===== src/core/mpwm_pkg.sv =====
// package: register map, field positions, reset values and shared helpers
package mpwm_pkg;

  localparam int ADDR_W   = 12;
  localparam int DATA_W   = 8;
  localparam int NUM_CH   = 6;
  localparam int NUM_PAIR = 3;
  localparam int CNT_W    = 12;

  // register offsets
  localparam logic [11:0] ADDR_CTL_MAIN  = 12'hF20;
  localparam logic [11:0] ADDR_CTL_AUX   = 12'hF21;
  localparam logic [11:0] ADDR_DEADBAND  = 12'hF22;
  localparam logic [11:0] ADDR_OUT_MASK  = 12'hF28;
  localparam logic [11:0] ADDR_CNT_HI    = 12'hF2C;
  localparam logic [11:0] ADDR_CNT_LO    = 12'hF2D;
  localparam logic [11:0] ADDR_RLD_HI    = 12'hF2E;
  localparam logic [11:0] ADDR_RLD_LO    = 12'hF2F;
  localparam logic [11:0] ADDR_DUTY_BASE = 12'hF30;
  localparam logic [11:0] ADDR_DUTY_LAST = 12'hF3B;

  // main control fields
  localparam int MAIN_OFF_BIT   = 7;
  localparam int MAIN_SEL_BIT   = 6;
  localparam int MAIN_ALIGN_BIT = 5;
  localparam int MAIN_TRIG_BIT  = 3;
  localparam int MAIN_READY_BIT = 1;
  localparam int MAIN_EN_BIT    = 0;

  // auxiliary control fields
  localparam int AUX_INTV_MSB  = 7;
  localparam int AUX_INTV_LSB  = 6;
  localparam int AUX_INDEP_BIT = 5;
  localparam int AUX_POL_MSB   = 4;
  localparam int AUX_POL_LSB   = 2;
  localparam int AUX_DIV_MSB   = 1;
  localparam int AUX_DIV_LSB   = 0;

  // write masks and reset values
  localparam logic [7:0]  MAIN_WMASK   = 8'hEB;
  localparam logic [7:0]  DUTY_HI_MASK = 8'h9F;
  localparam logic [7:0]  MAIN_RST     = 8'h00;
  localparam logic [7:0]  AUX_RST      = 8'h00;
  localparam logic [7:0]  DEAD_RST     = 8'h01;
  localparam logic [5:0]  MASK_RST     = 6'h00;
  localparam logic [11:0] RELOAD_RST   = 12'hFFF;
  localparam logic [15:0] DUTY_RST     = 16'h0000;

  typedef enum logic {MPWM_UP, MPWM_DOWN} mpwm_dir_t;

  // last count of a power-of-two interval selected by a 2-bit code
  function automatic logic [2:0] mpwm_pow2_last(input logic [1:0] sel);
    mpwm_pow2_last = 3'((4'h1 << sel) - 4'h1);
  endfunction : mpwm_pow2_last

endpackage : mpwm_pkg


===== src/core/mpwm_ctrl.sv =====
// six-output modulator control: registers, counter, reload and pin forcing
// Overview of operation
// - cleared off bit forces pins off immediately
// - set off bit releases pins at reload
// - selective disable forces masked outputs off
// - alignment bit picks edge or center waveform
// - converter triggers only while trigger enabled
// - ready bit moves holding values at reload
// - disabled: counter stopped, outputs forced off
// - enabled: modulator runs, pins driven
// - interval field buffered until period end
// - reload every 1, 2, 4, 8 periods
// - mode bit: three pairs or six channels
// - polarity bits invert pairs two, one, zero
// - prescaler divides clock by 1,2,4,8
// - reload value sets period, doubled centered
// - complementary pairs get programmable dead time
//
// The strobed register port was chosen for this implementation.
`timescale 1ns/1ps
module mpwm_ctrl
  import mpwm_pkg::*;
#(
  parameter logic [5:0] OFF_STATE = 6'h00
)(
  // clock and reset
  input  wire logic              sys_clk_in,
  input  wire logic              reset_n_in,
  // register port
  input  wire logic [ADDR_W-1:0] reg_addr_in,
  input  wire logic [DATA_W-1:0] reg_wdata_in,
  input  wire logic              reg_wr_in,
  input  wire logic              reg_rd_in,
  output logic      [DATA_W-1:0] reg_rdata_out,
  // output pins
  output logic      [NUM_CH-1:0] pwm_out,
  output logic      [NUM_CH-1:0] pwm_oe_out,
  // events to neighbouring logic
  output logic                   adc_trig_out,
  output logic                   reload_evt_out
);

  logic [7:0]       ctl_main_q;
  logic [7:0]       ctl_aux_q;
  logic [7:0]       dead_q;
  logic [5:0]       mask_q;
  logic [11:0]      reload_h_q;
  logic [15:0]      duty_h_q [NUM_CH];
  logic [11:0]      reload_w_q;
  logic [15:0]      duty_w_q [NUM_CH];
  logic [1:0]       div_w_q;
  logic [1:0]       intv_w_q;
  logic [CNT_W-1:0] cnt_q;
  mpwm_dir_t        dir_q;
  logic [2:0]       per_cnt_q;
  logic             en_prev_q;
  logic             release_q;
  logic [7:0]       rdata_q;
  logic [5:0]       pwm_q;
  logic             trig_q;

  logic             en;
  logic             align;
  logic             indep;
  logic [2:0]       pol;
  logic             tick;
  logic [11:0]      r_eff;
  logic             period_end;
  logic             per_match;
  logic             start_evt;
  logic             reload_evt;
  logic             duty_hit;
  logic [11:0]      duty_off;
  logic [2:0]       duty_idx;
  logic [7:0]       rd_mux;
  logic [5:0]       raw;
  logic [5:0]       mod_val;
  logic [5:0]       force_v;
  logic [2:0]       db_hi;
  logic [2:0]       db_lo;

  // high when the channel is on at this count
  function automatic logic duty_on(input logic [11:0] c,
                                   input logic [15:0] d,
                                   input logic [11:0] r);
    if (d[15]) begin
      duty_on = 1'b0;
    end else if (d[12:0] > {1'b0, r}) begin
      duty_on = 1'b1;
    end else begin
      duty_on = {1'b0, c} < d[12:0];
    end
  endfunction : duty_on

  assign en    = ctl_main_q[MAIN_EN_BIT];
  assign align = ctl_main_q[MAIN_ALIGN_BIT];
  assign indep = ctl_aux_q[AUX_INDEP_BIT];
  assign pol   = ctl_aux_q[AUX_POL_MSB:AUX_POL_LSB];

  assign duty_hit = (reg_addr_in >= ADDR_DUTY_BASE) &&
                    (reg_addr_in <= ADDR_DUTY_LAST);
  assign duty_off = reg_addr_in - ADDR_DUTY_BASE;
  assign duty_idx = duty_off[3:1];

  // ---- register writes ----
  always_ff @(posedge sys_clk_in or negedge reset_n_in) begin
    if (!reset_n_in) begin
      ctl_main_q <= MAIN_RST;
    end else if (reg_wr_in && (reg_addr_in == ADDR_CTL_MAIN)) begin
      // a write in the transfer cycle wins, so a fresh ready survives
      ctl_main_q <= reg_wdata_in & MAIN_WMASK;
    end else if (reload_evt && ctl_main_q[MAIN_READY_BIT]) begin
      ctl_main_q[MAIN_READY_BIT] <= 1'b0;
    end
  end

  always_ff @(posedge sys_clk_in or negedge reset_n_in) begin
    if (!reset_n_in) begin
      ctl_aux_q  <= AUX_RST;
      dead_q     <= DEAD_RST;
      mask_q     <= MASK_RST;
      reload_h_q <= RELOAD_RST;
    end else if (reg_wr_in) begin
      case (reg_addr_in)
        ADDR_CTL_AUX:  ctl_aux_q  <= reg_wdata_in;
        ADDR_DEADBAND: dead_q     <= reg_wdata_in;
        ADDR_OUT_MASK: mask_q     <= reg_wdata_in[5:0];
        ADDR_RLD_HI:   reload_h_q[11:8] <= reg_wdata_in[3:0];
        ADDR_RLD_LO:   reload_h_q[7:0]  <= reg_wdata_in;
        default:       ;
      endcase
    end
  end

  always_ff @(posedge sys_clk_in or negedge reset_n_in) begin
    if (!reset_n_in) begin
      for (int i = 0; i < NUM_CH; i++) begin
        duty_h_q[i] <= DUTY_RST;
      end
    end else if (reg_wr_in && duty_hit) begin
      if (duty_off[0]) begin
        duty_h_q[duty_idx][7:0] <= reg_wdata_in;
      end else begin
        duty_h_q[duty_idx][15:8] <= reg_wdata_in & DUTY_HI_MASK;
      end
    end
  end

  // ---- register reads: holding values, except the live count ----
  always_comb begin
    rd_mux = 8'h00;
    case (reg_addr_in)
      ADDR_CTL_MAIN: rd_mux = ctl_main_q;
      ADDR_CTL_AUX:  rd_mux = ctl_aux_q;
      ADDR_DEADBAND: rd_mux = dead_q;
      ADDR_OUT_MASK: rd_mux = {2'h0, mask_q};
      ADDR_CNT_HI:   rd_mux = {4'h0, cnt_q[11:8]};
      ADDR_CNT_LO:   rd_mux = cnt_q[7:0];
      ADDR_RLD_HI:   rd_mux = {4'h0, reload_h_q[11:8]};
      ADDR_RLD_LO:   rd_mux = reload_h_q[7:0];
      default: begin
        if (duty_hit) begin
          rd_mux = duty_off[0] ? duty_h_q[duty_idx][7:0]
                               : duty_h_q[duty_idx][15:8];
        end
      end
    endcase
  end

  always_ff @(posedge sys_clk_in or negedge reset_n_in) begin
    if (!reset_n_in) begin
      rdata_q <= 8'h00;
    end else begin
      rdata_q <= reg_rd_in ? rd_mux : 8'h00;
    end
  end

  assign reg_rdata_out = rdata_q;

  // ---- clock divide and master counter ----
  mpwm_prescaler u_presc (
    .sys_clk_in (sys_clk_in),
    .reset_n_in (reset_n_in),
    .run_in     (en),
    .div_sel_in (div_w_q),
    .tick_out   (tick)
  );

  // a zero reload would never end a period, so it acts as one
  assign r_eff = (reload_w_q == 12'h000) ? 12'h001 : reload_w_q;

  assign period_end = tick &&
    (((dir_q == MPWM_UP) && !align && (cnt_q >= r_eff - 12'h001)) ||
     ((dir_q == MPWM_DOWN) && (cnt_q <= 12'h001)));

  always_ff @(posedge sys_clk_in or negedge reset_n_in) begin
    if (!reset_n_in) begin
      cnt_q <= 12'h000;
      dir_q <= MPWM_UP;
    end else if (!en) begin
      cnt_q <= 12'h000;
      dir_q <= MPWM_UP;
    end else if (tick) begin
      case (dir_q)
        MPWM_UP: begin
          if (!align) begin
            cnt_q <= period_end ? 12'h000 : cnt_q + 12'h001;
          end else begin
            cnt_q <= cnt_q + 12'h001;
            if ((cnt_q + 12'h001) >= r_eff) begin
              dir_q <= MPWM_DOWN;
            end
          end
        end
        MPWM_DOWN: begin
          cnt_q <= (cnt_q <= 12'h001) ? 12'h000 : cnt_q - 12'h001;
          if (cnt_q <= 12'h001) begin
            dir_q <= MPWM_UP;
          end
        end
        default: dir_q <= MPWM_UP;
      endcase
    end
  end

  // ---- period counting and reload event ----
  assign per_match  = per_cnt_q >= mpwm_pow2_last(intv_w_q);
  assign start_evt  = en && !en_prev_q;
  assign reload_evt = start_evt || (period_end && per_match);

  always_ff @(posedge sys_clk_in or negedge reset_n_in) begin
    if (!reset_n_in) begin
      per_cnt_q <= 3'h0;
      intv_w_q  <= 2'h0;
      en_prev_q <= 1'b0;
    end else begin
      en_prev_q <= en;
      if (!en) begin
        per_cnt_q <= 3'h0;
        intv_w_q  <= ctl_aux_q[AUX_INTV_MSB:AUX_INTV_LSB];
      end else if (period_end) begin
        per_cnt_q <= per_match ? 3'h0 : per_cnt_q + 3'h1;
        intv_w_q  <= ctl_aux_q[AUX_INTV_MSB:AUX_INTV_LSB];
      end
    end
  end

  // ---- holding to working transfer ----
  always_ff @(posedge sys_clk_in or negedge reset_n_in) begin
    if (!reset_n_in) begin
      reload_w_q <= RELOAD_RST;
      div_w_q    <= 2'h0;
      for (int i = 0; i < NUM_CH; i++) begin
        duty_w_q[i] <= DUTY_RST;
      end
    end else if (reload_evt && ctl_main_q[MAIN_READY_BIT]) begin
      reload_w_q <= reload_h_q;
      div_w_q    <= ctl_aux_q[AUX_DIV_MSB:AUX_DIV_LSB];
      for (int i = 0; i < NUM_CH; i++) begin
        duty_w_q[i] <= duty_h_q[i];
      end
    end
  end

  // ---- off-state release follows the reload event ----
  always_ff @(posedge sys_clk_in or negedge reset_n_in) begin
    if (!reset_n_in) begin
      release_q <= 1'b0;
    end else if (!ctl_main_q[MAIN_OFF_BIT]) begin
      release_q <= 1'b0;
    end else if (reload_evt) begin
      release_q <= 1'b1;
    end
  end

  // ---- waveform, pairing, polarity ----
  always_comb begin
    for (int i = 0; i < NUM_CH; i++) begin
      raw[i] = duty_on(cnt_q, duty_w_q[i], reload_w_q);
    end
  end

  for (genvar p = 0; p < NUM_PAIR; p++) begin : g_pair
    mpwm_deadband u_dead (
      .sys_clk_in (sys_clk_in),
      .reset_n_in (reset_n_in),
      .raw_in     (raw[2*p]),
      .dead_in    (dead_q),
      .high_out   (db_hi[p]),
      .low_out    (db_lo[p])
    );
    assign mod_val[2*p]   = (indep ? raw[2*p]   : db_hi[p]) ^ pol[p];
    assign mod_val[2*p+1] = (indep ? raw[2*p+1] : db_lo[p]) ^ pol[p];
  end

  // forcing bypasses polarity so the off-state is the same in every mode
  // a cleared off bit forces at once; only the release waits for reload
  assign force_v = {NUM_CH{!en || !ctl_main_q[MAIN_OFF_BIT] ||
                           !release_q}} |
                   (ctl_main_q[MAIN_SEL_BIT] ? mask_q : 6'h00);

  always_ff @(posedge sys_clk_in or negedge reset_n_in) begin
    if (!reset_n_in) begin
      pwm_q  <= OFF_STATE;
      trig_q <= 1'b0;
    end else begin
      pwm_q  <= (force_v & OFF_STATE) | (~force_v & mod_val);
      trig_q <= ctl_main_q[MAIN_TRIG_BIT] && period_end;
    end
  end

  assign pwm_out        = pwm_q;
  assign pwm_oe_out     = {NUM_CH{en}};
  assign adc_trig_out   = trig_q;
  assign reload_evt_out = reload_evt;
endmodule : mpwm_ctrl


===== src/core/mpwm_deadband.sv =====
// deadband: complementary pair from one raw wave with a dead gap per edge
`timescale 1ns/1ps
module mpwm_deadband
  import mpwm_pkg::*;
(
  // clock and reset
  input  wire logic       sys_clk_in,
  input  wire logic       reset_n_in,
  // wave and dead time
  input  wire logic       raw_in,
  input  wire logic [7:0] dead_in,
  // pair outputs
  output logic            high_out,
  output logic            low_out
);

  logic       raw_q;
  logic [7:0] dead_cnt_q;

  always_ff @(posedge sys_clk_in or negedge reset_n_in) begin
    if (!reset_n_in) begin
      raw_q      <= 1'b0;
      dead_cnt_q <= 8'h00;
      high_out   <= 1'b0;
      low_out    <= 1'b0;
    end else if (raw_in != raw_q) begin
      // a zero setting still gives one dead cycle
      raw_q      <= raw_in;
      dead_cnt_q <= (dead_in == 8'h00) ? 8'h00 : dead_in - 8'h01;
      high_out   <= 1'b0;
      low_out    <= 1'b0;
    end else if (dead_cnt_q != 8'h00) begin
      dead_cnt_q <= dead_cnt_q - 8'h01;
      high_out   <= 1'b0;
      low_out    <= 1'b0;
    end else begin
      high_out   <= raw_q;
      low_out    <= !raw_q;
    end
  end
endmodule : mpwm_deadband


===== src/core/mpwm_prescaler.sv =====
// prescaler: one-cycle tick every 1, 2, 4 or 8 system clocks
`timescale 1ns/1ps
module mpwm_prescaler
  import mpwm_pkg::*;
(
  // clock and reset
  input  wire logic       sys_clk_in,
  input  wire logic       reset_n_in,
  // control
  input  wire logic       run_in,
  input  wire logic [1:0] div_sel_in,
  // tick
  output logic            tick_out
);

  logic [2:0] div_cnt_q;
  logic [2:0] div_last;

  assign div_last = mpwm_pow2_last(div_sel_in);
  // >= so a smaller divide taken mid-count ends the count at once
  assign tick_out = run_in && (div_cnt_q >= div_last);

  always_ff @(posedge sys_clk_in or negedge reset_n_in) begin
    if (!reset_n_in) begin
      div_cnt_q <= 3'h0;
    end else if (!run_in || tick_out) begin
      div_cnt_q <= 3'h0;
    end else begin
      div_cnt_q <= div_cnt_q + 3'h1;
    end
  end
endmodule : mpwm_prescaler


===== config.mk =====
export PLATFORM = sky130hd
export DESIGN_NAME = mpwm_ctrl
export DESIGN_NICKNAME = d
export VERILOG_FILES = /design/src/core/mpwm_pkg.sv /design/src/core/mpwm_ctrl.sv /design/src/core/mpwm_deadband.sv /design/src/core/mpwm_prescaler.sv
export SDC_FILE = /design/constraint.sdc
export NUM_CORES = 1
export LEC_CHECK = 0
export BUFFER_PORTS_ARGS = -buffer_cell sky130_fd_sc_hd__buf_2
export CAP_MARGIN = 20
export CORE_ASPECT_RATIO = 1.1
export CORE_MARGIN = 2
export CORE_UTILIZATION = 53
export CTS_CLUSTER_SIZE = 16
export DETAILED_ROUTE_END_ITERATION = 12
export PLACE_DENSITY = 0.71
export SETUP_SLACK_MARGIN = 0.02
export SYNTH_ARGS = -nofsm -noshare
export SYNTH_HDL_FRONTEND = slang
export SYNTH_HIERARCHICAL = 1
export SYNTH_SLANG_ARGS = --single-unit

===== constraint.sdc =====
create_clock -name sys_clk_in -period 3.9 [get_ports sys_clk_in]
set_clock_uncertainty 0.1 [all_clocks]
set_input_delay 0.585 -clock sys_clk_in [delete_from_list [all_inputs] [get_ports sys_clk_in]]
set_output_delay 0.585 -clock sys_clk_in [all_outputs]
set_load 0.03 [all_outputs]

==> metrics.md, run 1 <==
| Metric | Value |
|---|---|
| Status | `finished with violations` |
| Failing checks | `negative setup slack` |
| Pin count of the biggest net entering global routing | `81` |
| P_leak | `10.0 nW` |
| Cell Chain, Critical Path | `nor4_4 -> nand2_1 -> nor2_2 -> a21o_1 -> inv_2 -> ha_4 -> nand2_2 -> buf_6 -> xnor2_2 -> ha_1 -> and4_1 -> a21oi_1 -> o311a_1 -> o21ai_2 -> a32o_2 -> buf_6` |
| Top-count cell post-synth | `dfrtp_1` |
| Synth Flop Type | `dfrtp_1` |
| Mapped Area | `18400 um2` |
| Avg WL per Cell | `23.6 um` |
| RePlAce Congestion | `1.00` |
| Ports | `46` |
| Post-synthesis sequential area ratio | `0.401` |
| CP Launch Type | `flip-flop` |
| Worst EP required | `3.21 ns` |
| Layout cells sized above 1 | `0.256` |
| Slew Viols, Final | `0` |
| Post-synthesis register bit count | `293` |
| Slowest cell on the critical path | `dfstp_2` |
| Final ANT Viol Nets | `0` |
| Clock Path Buffers | `3` |
| Largest cells by area after synthesis | `dfrtp_1, mux2_2, ha_1` |
| Yosys warns | `6` |
| Synth top cells by count | `dfrtp_1, mux2_2, ha_1` |
| Met1 GRT Util | `0.398` |
| I/O Buffers | `45` |
| Clock slew at reported path FFs | `0.06 ns` |
| CTS Buf Count | `34` |
| Hold Slack | `0.377 ns` |
| Rows | `71` |
| Sequential Area | `7360 um2` |
| Via count | `14348` |
| Max-Cap Viols | `0` |
| Syn nets | `1918` |
| Rel. slew slack | `0.439` |
| Initial antenna violation count | `1` |
| CTS Root Buffer Type | `clkbuf_16` |
| WS Path Type | `reg2out` |
| Worst Path Buf+Inv | `3` |
| Grt total ovfl | `0` |
| VDD IR max | `0.384 mV` |
| Final Cycle Share | `1.03` |
| Total clock sinks | `293` |
| Busiest grt layer | `met2` |
| PwrDens | `347 nW/um2` |
| Avg Cell Area, Syn | `10.8 um2` |
| Routed vias/inst | `6.31` |
| 1st-pass router iterations | `7` |
| WL final | `53600 um` |
| Post-route DRC | `0` |
| CTS tree | `yes` |
| Crit path max-delay family | `compound AO/OA/AOI/OAI gates` |
| Peak Freq | `248 MHz` |
| Global Route Usage Sum | `0.301` |
| First-pass GRT wire length | `83300 um` |
| Biggest area consumer among synthesized cells | `dfrtp_1` |
| Fin crit period | `4.03 ns` |
| Die area | `36200 um2` |
| Critical Path Max Stage Delay | `0.38 ns` |
| Critical Path AT | `3.35 ns` |
| HP Class | `reg2reg` |
| Final setup vio count | `1` |
| DP HPWL | `39700 um` |
| Core area | `34200 um2` |
| Die Y | `199 um` |
| GR Layer Usage met2 | `0.488` |
| Setup TNS | `-0.131 ns` |
| P&R area growth vs syn | `13.7%` |
| Area share of the leading cell type in the synthesized netlist | `0.365` |
| Initial DRC count | `1545` |
| Die Wd | `182 um` |
| Total Power | `0.00724 W` |
| Vias in the first global route | `14427` |
| Yosys cell types | `83` |
| Ys async rst share | `1.00` |
| Syn Inst Count | `1708` |
| Setup crit end kind | `primary output` |
| RSZ-0062 raised after global routing | `true` |
| Clk Latency, worst-skew pair | `0.52 ns` |
| Cell mode on critical path | `buf_6` |
| H-tree levels | `2` |
| Post-synth EDFFs | `0` |
| Fillers | `2750` |
| Hold Violations, Final | `0` |
| Tightest Pin Transition | `0.841 ns` |
| Fin worst setup slack | `-0.131 ns` |
| Met3 usage | `0.0518` |
| Starting Density | `0.537` |
| # nets final | `2023` |
| CP Max Fanout | `4` |
| Multi-input logic area | `10300 um2` |
flip-flops by register name, summed over array words and instances, names as in the netlist, 8 cells and up:
| signal | cells |
|---|---|
| cnt_q | 12 |
| ctl_aux_q | 8 |
| dead_q | 8 |
| duty_h_q | 84 |
| duty_w_q | 84 |
| g_pair.u_dead/dead_cnt_q | 24 |
| reg_rdata_out | 8 |
| reload_h_q | 12 |
| reload_w_q | 12 |
layout by cell type, fill, tap and decap left out, types with 19 or more instances in the layout:
cell	n
nor3_1	29
inv_1	137
a211oi_1	19
nand2b_1	24
dfstp_2	25
nor2_1	74
buf_4	73
clkbuf_16	41
xnor2_1	37
mux2_2	208
nand4_1	21
dfrtp_1	268
nand2_1	90
a21oi_1	73
a21o_1	33
o21ai_0	61
buf_2	43
mux2i_1	22
ha_1	185
nand3_1	24
worst paths after layout:
check,slack [ns],from,endpoint,cells after the start
setup / recovery,-0.13,reload_w_q[2]$_DFFE_PN1P_,reload_evt_out,16
hold / removal,0.38,u_presc/div_cnt_q[0]$_DFF_PN0_,u_presc/div_cnt_q[0]$_DFF_PN0_,1
setup reg to reg,0.14,reload_w_q[2]$_DFFE_PN1P_,div_w_q[1]$_DFFE_PN0P_,18
hold reg to reg,0.38,u_presc/div_cnt_q[0]$_DFF_PN0_,u_presc/div_cnt_q[0]$_DFF_PN0_,1
max in group asynchronous,2.10,reset_n_in,cnt_q[1]$_DFFE_PN0P_,3
min in group asynchronous,0.52,reset_n_in,duty_w_q[12]$_DFFE_PN0P_,2
metal layers:
| metal | vias to the layer above | routed length [um] |
|---|---|---|
| met1 | 7202 | 22400 |
| met5 | - | 0 |
| li1 | 6465 | - |
| met2 | 544 | 24900 |
| met3 | 137 | 3700 |
| met4 | 0 | 2550 |
what timing repair did:
| item | 4_1_cts | 5_1_grt |
|---|---|---|
| hold endpoints to repair | 66 | 0 |
| gates cloned | 0 | 4 |
| endpoints found under the setup margin | 1 | 90 |
| buffers inserted | 3 | 2 |
| gates resized for setup | 19 | 10 |
| pin swaps | 17 | 0 |
| hold buffers | 1 | 0 |
metrics by stage:
stage / cell area [um2] / worst slack [ns] / util / instances
after global placement: 19500 / 0.0918 / 0.570 / 2205
final: 20900 / -0.131 / 0.611 / 2274
after CTS: 20700 / -0.184 / 0.606 / 2267
after floorplan: 18400 / 0.0206 / - / 1708
after detailed placement: 19500 / 0.0661 / 0.570 / 2205
after global routing: 20900 / -0.340 / 0.611 / 2274
logic make-up (layout without fill, tap and decap cells):
group                      after synthesis  after routing  share of synthesized area
buffers and inverters                  203            330                     0.0457
DFF                                    293            293                      0.401
muxes                                  256            256                      0.160
other                                    0              1                          0
adders and majority gates              186            186                      0.127
AOI/OAI and AO/OA                      331            331                      0.127
and+or+nand+nor                        382            382                      0.111
xor gates and xnor gates                57             57                     0.0284
report_power, final:
| group | switching (W) | total, W | internal [W] |
|---|---|---|---|
| Sequential | 0.000144 | 0.00332 | 0.00318 |
| Clock | 0.00126 | 0.00319 | 0.00193 |
| Combinational | 0.000419 | 0.000726 | 0.000307 |
| Total | 0.00182 | 0.00724 | 0.00542 |
cell type report:
type,instances,area share
multi-input combinational,1212,0.492
clock buffer,50,0.0486
tap,438,0.0262
timing repair buffer,133,0.0515
clock inverter,8,0.00449
antenna,1,0.000120
sequential,293,0.353
inverter,139,0.0250
No activity file was read; power rests on OpenSTA's default activity.
==> run 2: changes to the inputs <==
PLACE_DENSITY = 0.68   (was 0.71)
clock period = 4.4 ns   (was 3.9 ns; I/O delays follow)
==> run 2 against run 1 <==
Compared with the run above: the run now ends clean; die area unchanged; routed wire length decreased by 1.6%; non-clock buffer count decreased by 48; count of clock-buffer cells in the layout increased by 4; final area decreased by 2.0%; combinational power decreased by 13%; first-iteration DRC count decreased by 25%; worst hold slack got worse by 0.36 ns; worst setup slack improved by 0.29 ns; total power decreased by 9.7%; clock power decreased by 7.2%; via count decreased by 2.5%.
==> metrics.md, run 2 (same netlist as run 1, synthesis figures left out) <==
| Metric | Value |
|---|---|
| Die area | `36200 um2 (unchanged)` |
| Avg WL per Cell | `23.6 um (+0.31%)` |
| Grt total ovfl | `0 (unchanged)` |
| R2r startpoint | `reload_w_q[9]$_DFFE_PN1P_` |
| Clock Path Buffers | `3 (unchanged)` |
| Post-route DRC | `0 (unchanged)` |
| Die Wd | `182 um (unchanged)` |
| Core area | `34200 um2 (unchanged)` |
| Multi-input logic area | `10200 um2 (-0.32%)` |
| HP Class | `in2async` |
| Sequential Area | `7360 um2 (unchanged)` |
| RePlAce Congestion | `0.991 (-1.4%)` |
| Hold Slack | `0.0151 ns (-0.362 ns)` |
| 1st-pass router iterations | `6 (-1)` |
| Initial antenna violation count | `1 (unchanged)` |
| Rel. slew slack | `0.279 (-0.160)` |
| # nets final | `1975 (-2.4%)` |
| RSZ-0062 raised after global routing | `true` |
| Hold Violations, Final | `0 (unchanged)` |
| First-pass GRT wire length | `82500 um (-0.99%)` |
| Most common cell after layout, fill and taps aside | `dfrtp_1` |
| Fin crit period | `4.24 ns` |
| Worst EP required | `3.64 ns (+0.43 ns)` |
| Final setup vio count | `0 (-1)` |
| Total Power | `0.00654 W (-9.7%)` |
| Status | `completed` |
| P_leak | `9.78 nW (-2.5%)` |
| VDD IR max | `0.317 mV (-18%)` |
| Crit path max-delay family | `simple AND/OR/NAND/NOR gates` |
| CP Launch Point | `reload_w_q[9]$_DFFE_PN1P_` |
| Pin count of the biggest net entering global routing | `90 (+11%)` |
| Global Route Usage Sum | `0.298 (-0.00272)` |
| Routed vias/inst | `6.27 (-0.59%)` |
| Fillers | `2794 (+1.6%)` |
| Vias in the first global route | `13995 (-3.0%)` |
| FF-to-FF setup slack | `0.31 ns (+0.17 ns)` |
| Worst Setup EP | `reload_evt_out` |
| Total clock sinks | `293 (unchanged)` |
| WL final | `52700 um (-1.6%)` |
| Commonest non-fill, non-tap cells in the layout | `dfrtp_1, mux2_2, ha_1, inv_1, nand2_1` |
| Ports | `46 (unchanged)` |
| CTS Root Buffer Type | `clkbuf_16` |
| Reg-to-Reg End | `g_pair[1].u_dead/dead_cnt_q[5]$_DFFE_PN0P_` |
| Tightest Pin Transition | `1.05 ns (+0.212 ns)` |
| Initial DRC count | `1163 (-25%)` |
| Via count | `13994 (-2.5%)` |
| Peak Freq | `236 MHz` |
| Final Cycle Share | `0.965` |
| Clk Latency, worst-skew pair | `0.53 ns (about the same)` |
| P&R area growth vs syn | `11.4%` |
| Worst path depth | `15 (-1)` |
| Cell mode on critical path | `nand2_1` |
| Clock slew at reported path FFs | `0.06 ns (about the same)` |
| Worst Path Buf+Inv | `2 (-1)` |
| H-tree levels | `2 (unchanged)` |
| Slew Viols, Final | `0 (unchanged)` |
| I/O Buffers | `45 (unchanged)` |
| Max-Cap Viols | `0 (unchanged)` |
| Layout cells sized above 1 | `0.236 (-0.0205)` |
| Slowest cell on the critical path | `or4_4` |
| Starting Density | `0.537 (unchanged)` |
| CP Launch Type | `flip-flop` |
| Die Y | `199 um (unchanged)` |
| DP HPWL | `38900 um (-2.2%)` |
| CP Max Fanout | `4 (unchanged)` |
| Rows | `71 (unchanged)` |
| R2R depth | `12 (-6)` |
| Largest regs | `duty_h_q x84, duty_w_q x84, g_pair.u_dead/dead_cnt_q x24` |
| Setup crit end kind | `primary output` |
| PwrDens | `319 nW/um2 (-7.9%)` |
| WS Path Type | `reg2out` |
| Cell Count, Final, Fillers Out | `2231 (-1.9%)` |
| CTS Buf Count | `34 (unchanged)` |
| CTS tree | `yes` |
| Placed cell count | `2162 (-2.0%)` |
| Final ANT Viol Nets | `0 (unchanged)` |
| Cell Chain, Critical Path | `nor4_4 -> nand2_1 -> nor2_2 -> a21o_1 -> inv_2 -> ha_4 -> nand2_4 -> nor3_1 -> xnor2_1 -> ha_1 -> nand2_1 -> or4_4 -> o21ai_2 -> a32o_2 -> buf_6` |
| Critical Path AT | `3.48 ns (+0.13 ns)` |
| Critical Path Max Stage Delay | `0.43 ns (+0.05 ns)` |
-- run 2: layer usage --
| metal | vias to the layer above | wire, um | global-route usage |
|---|---|---|---|
| met4 | 0 | 2500 | 0.133 |
| met2 | 526 | 23600 | 0.468 |
| met3 | 146 | 3610 | 0.0554 |
| met5 | - | 0 | 0 |
| li1 | 6374 | - | - |
| met1 | 6948 | 23000 | 0.405 |
-- run 2: where the power goes --
group	total, W	internal (W)	switching, W	leakage, nW
Clock	0.00296	0.00183	0.00113	0.573
Combinational	0.000631	0.000269	0.000361	5.26
Sequential	0.00294	0.00282	0.000125	3.94
-- run 2: area by class of cell --
| cell class | count | area share |
|---|---|---|
| Antenna cell | 2 | 0.000244 |
| Clock buffer | 54 | 0.0518 |
| Clock inverter | 8 | 0.00587 |
| Inverter | 139 | 0.0255 |
| Multi-Input combinational cell | 1212 | 0.500 |
| Sequential cell | 293 | 0.360 |
| Tap cell | 438 | 0.0268 |
| Timing Repair Buffer | 85 | 0.0301 |
-- run 2: what timing repair did --
action                                  4_1_cts  5_1_grt
resized for setup                             9        9
pin swaps                                     2       11
buffers inserted                              1        4
hold buffers                                  0        0
endpoints found under the hold margin         0        0
endpoints found under the setup margin        1        1
-- run 2: worst min-delay path by stage --
| stage | to | slack (ns) |
|---|---|---|
| after detailed placement | u_presc/div_cnt_q[0]$_DFF_PN0_ | 0.35 |
| after CTS | duty_w_q[41]$_DFFE_PN0P_ | 0.06 |
| after global routing | duty_w_q[41]$_DFFE_PN0P_ | 0.08 |
| after global placement | u_presc/div_cnt_q[0]$_DFF_PN0_ | 0.35 |
| final | duty_w_q[41]$_DFFE_PN0P_ | 0.02 |
| after floorplan | adc_trig_out$_DFF_PN0_ | 0.26 |
-- run 2: stage by stage --
stage          worst slack [ns]  TNS (ns)  utilization  instance area (um2)
2_1_floorplan             0.123         0            -                18400
3_3_place_gp              0.307         0        0.561                19200
3_5_place_dp              0.239         0        0.561                19200
4_1_cts                  0.0263         0        0.597                20400
5_1_grt                -0.00237  -0.00237        0.599                20500
6_report                  0.155         0        0.599                20500
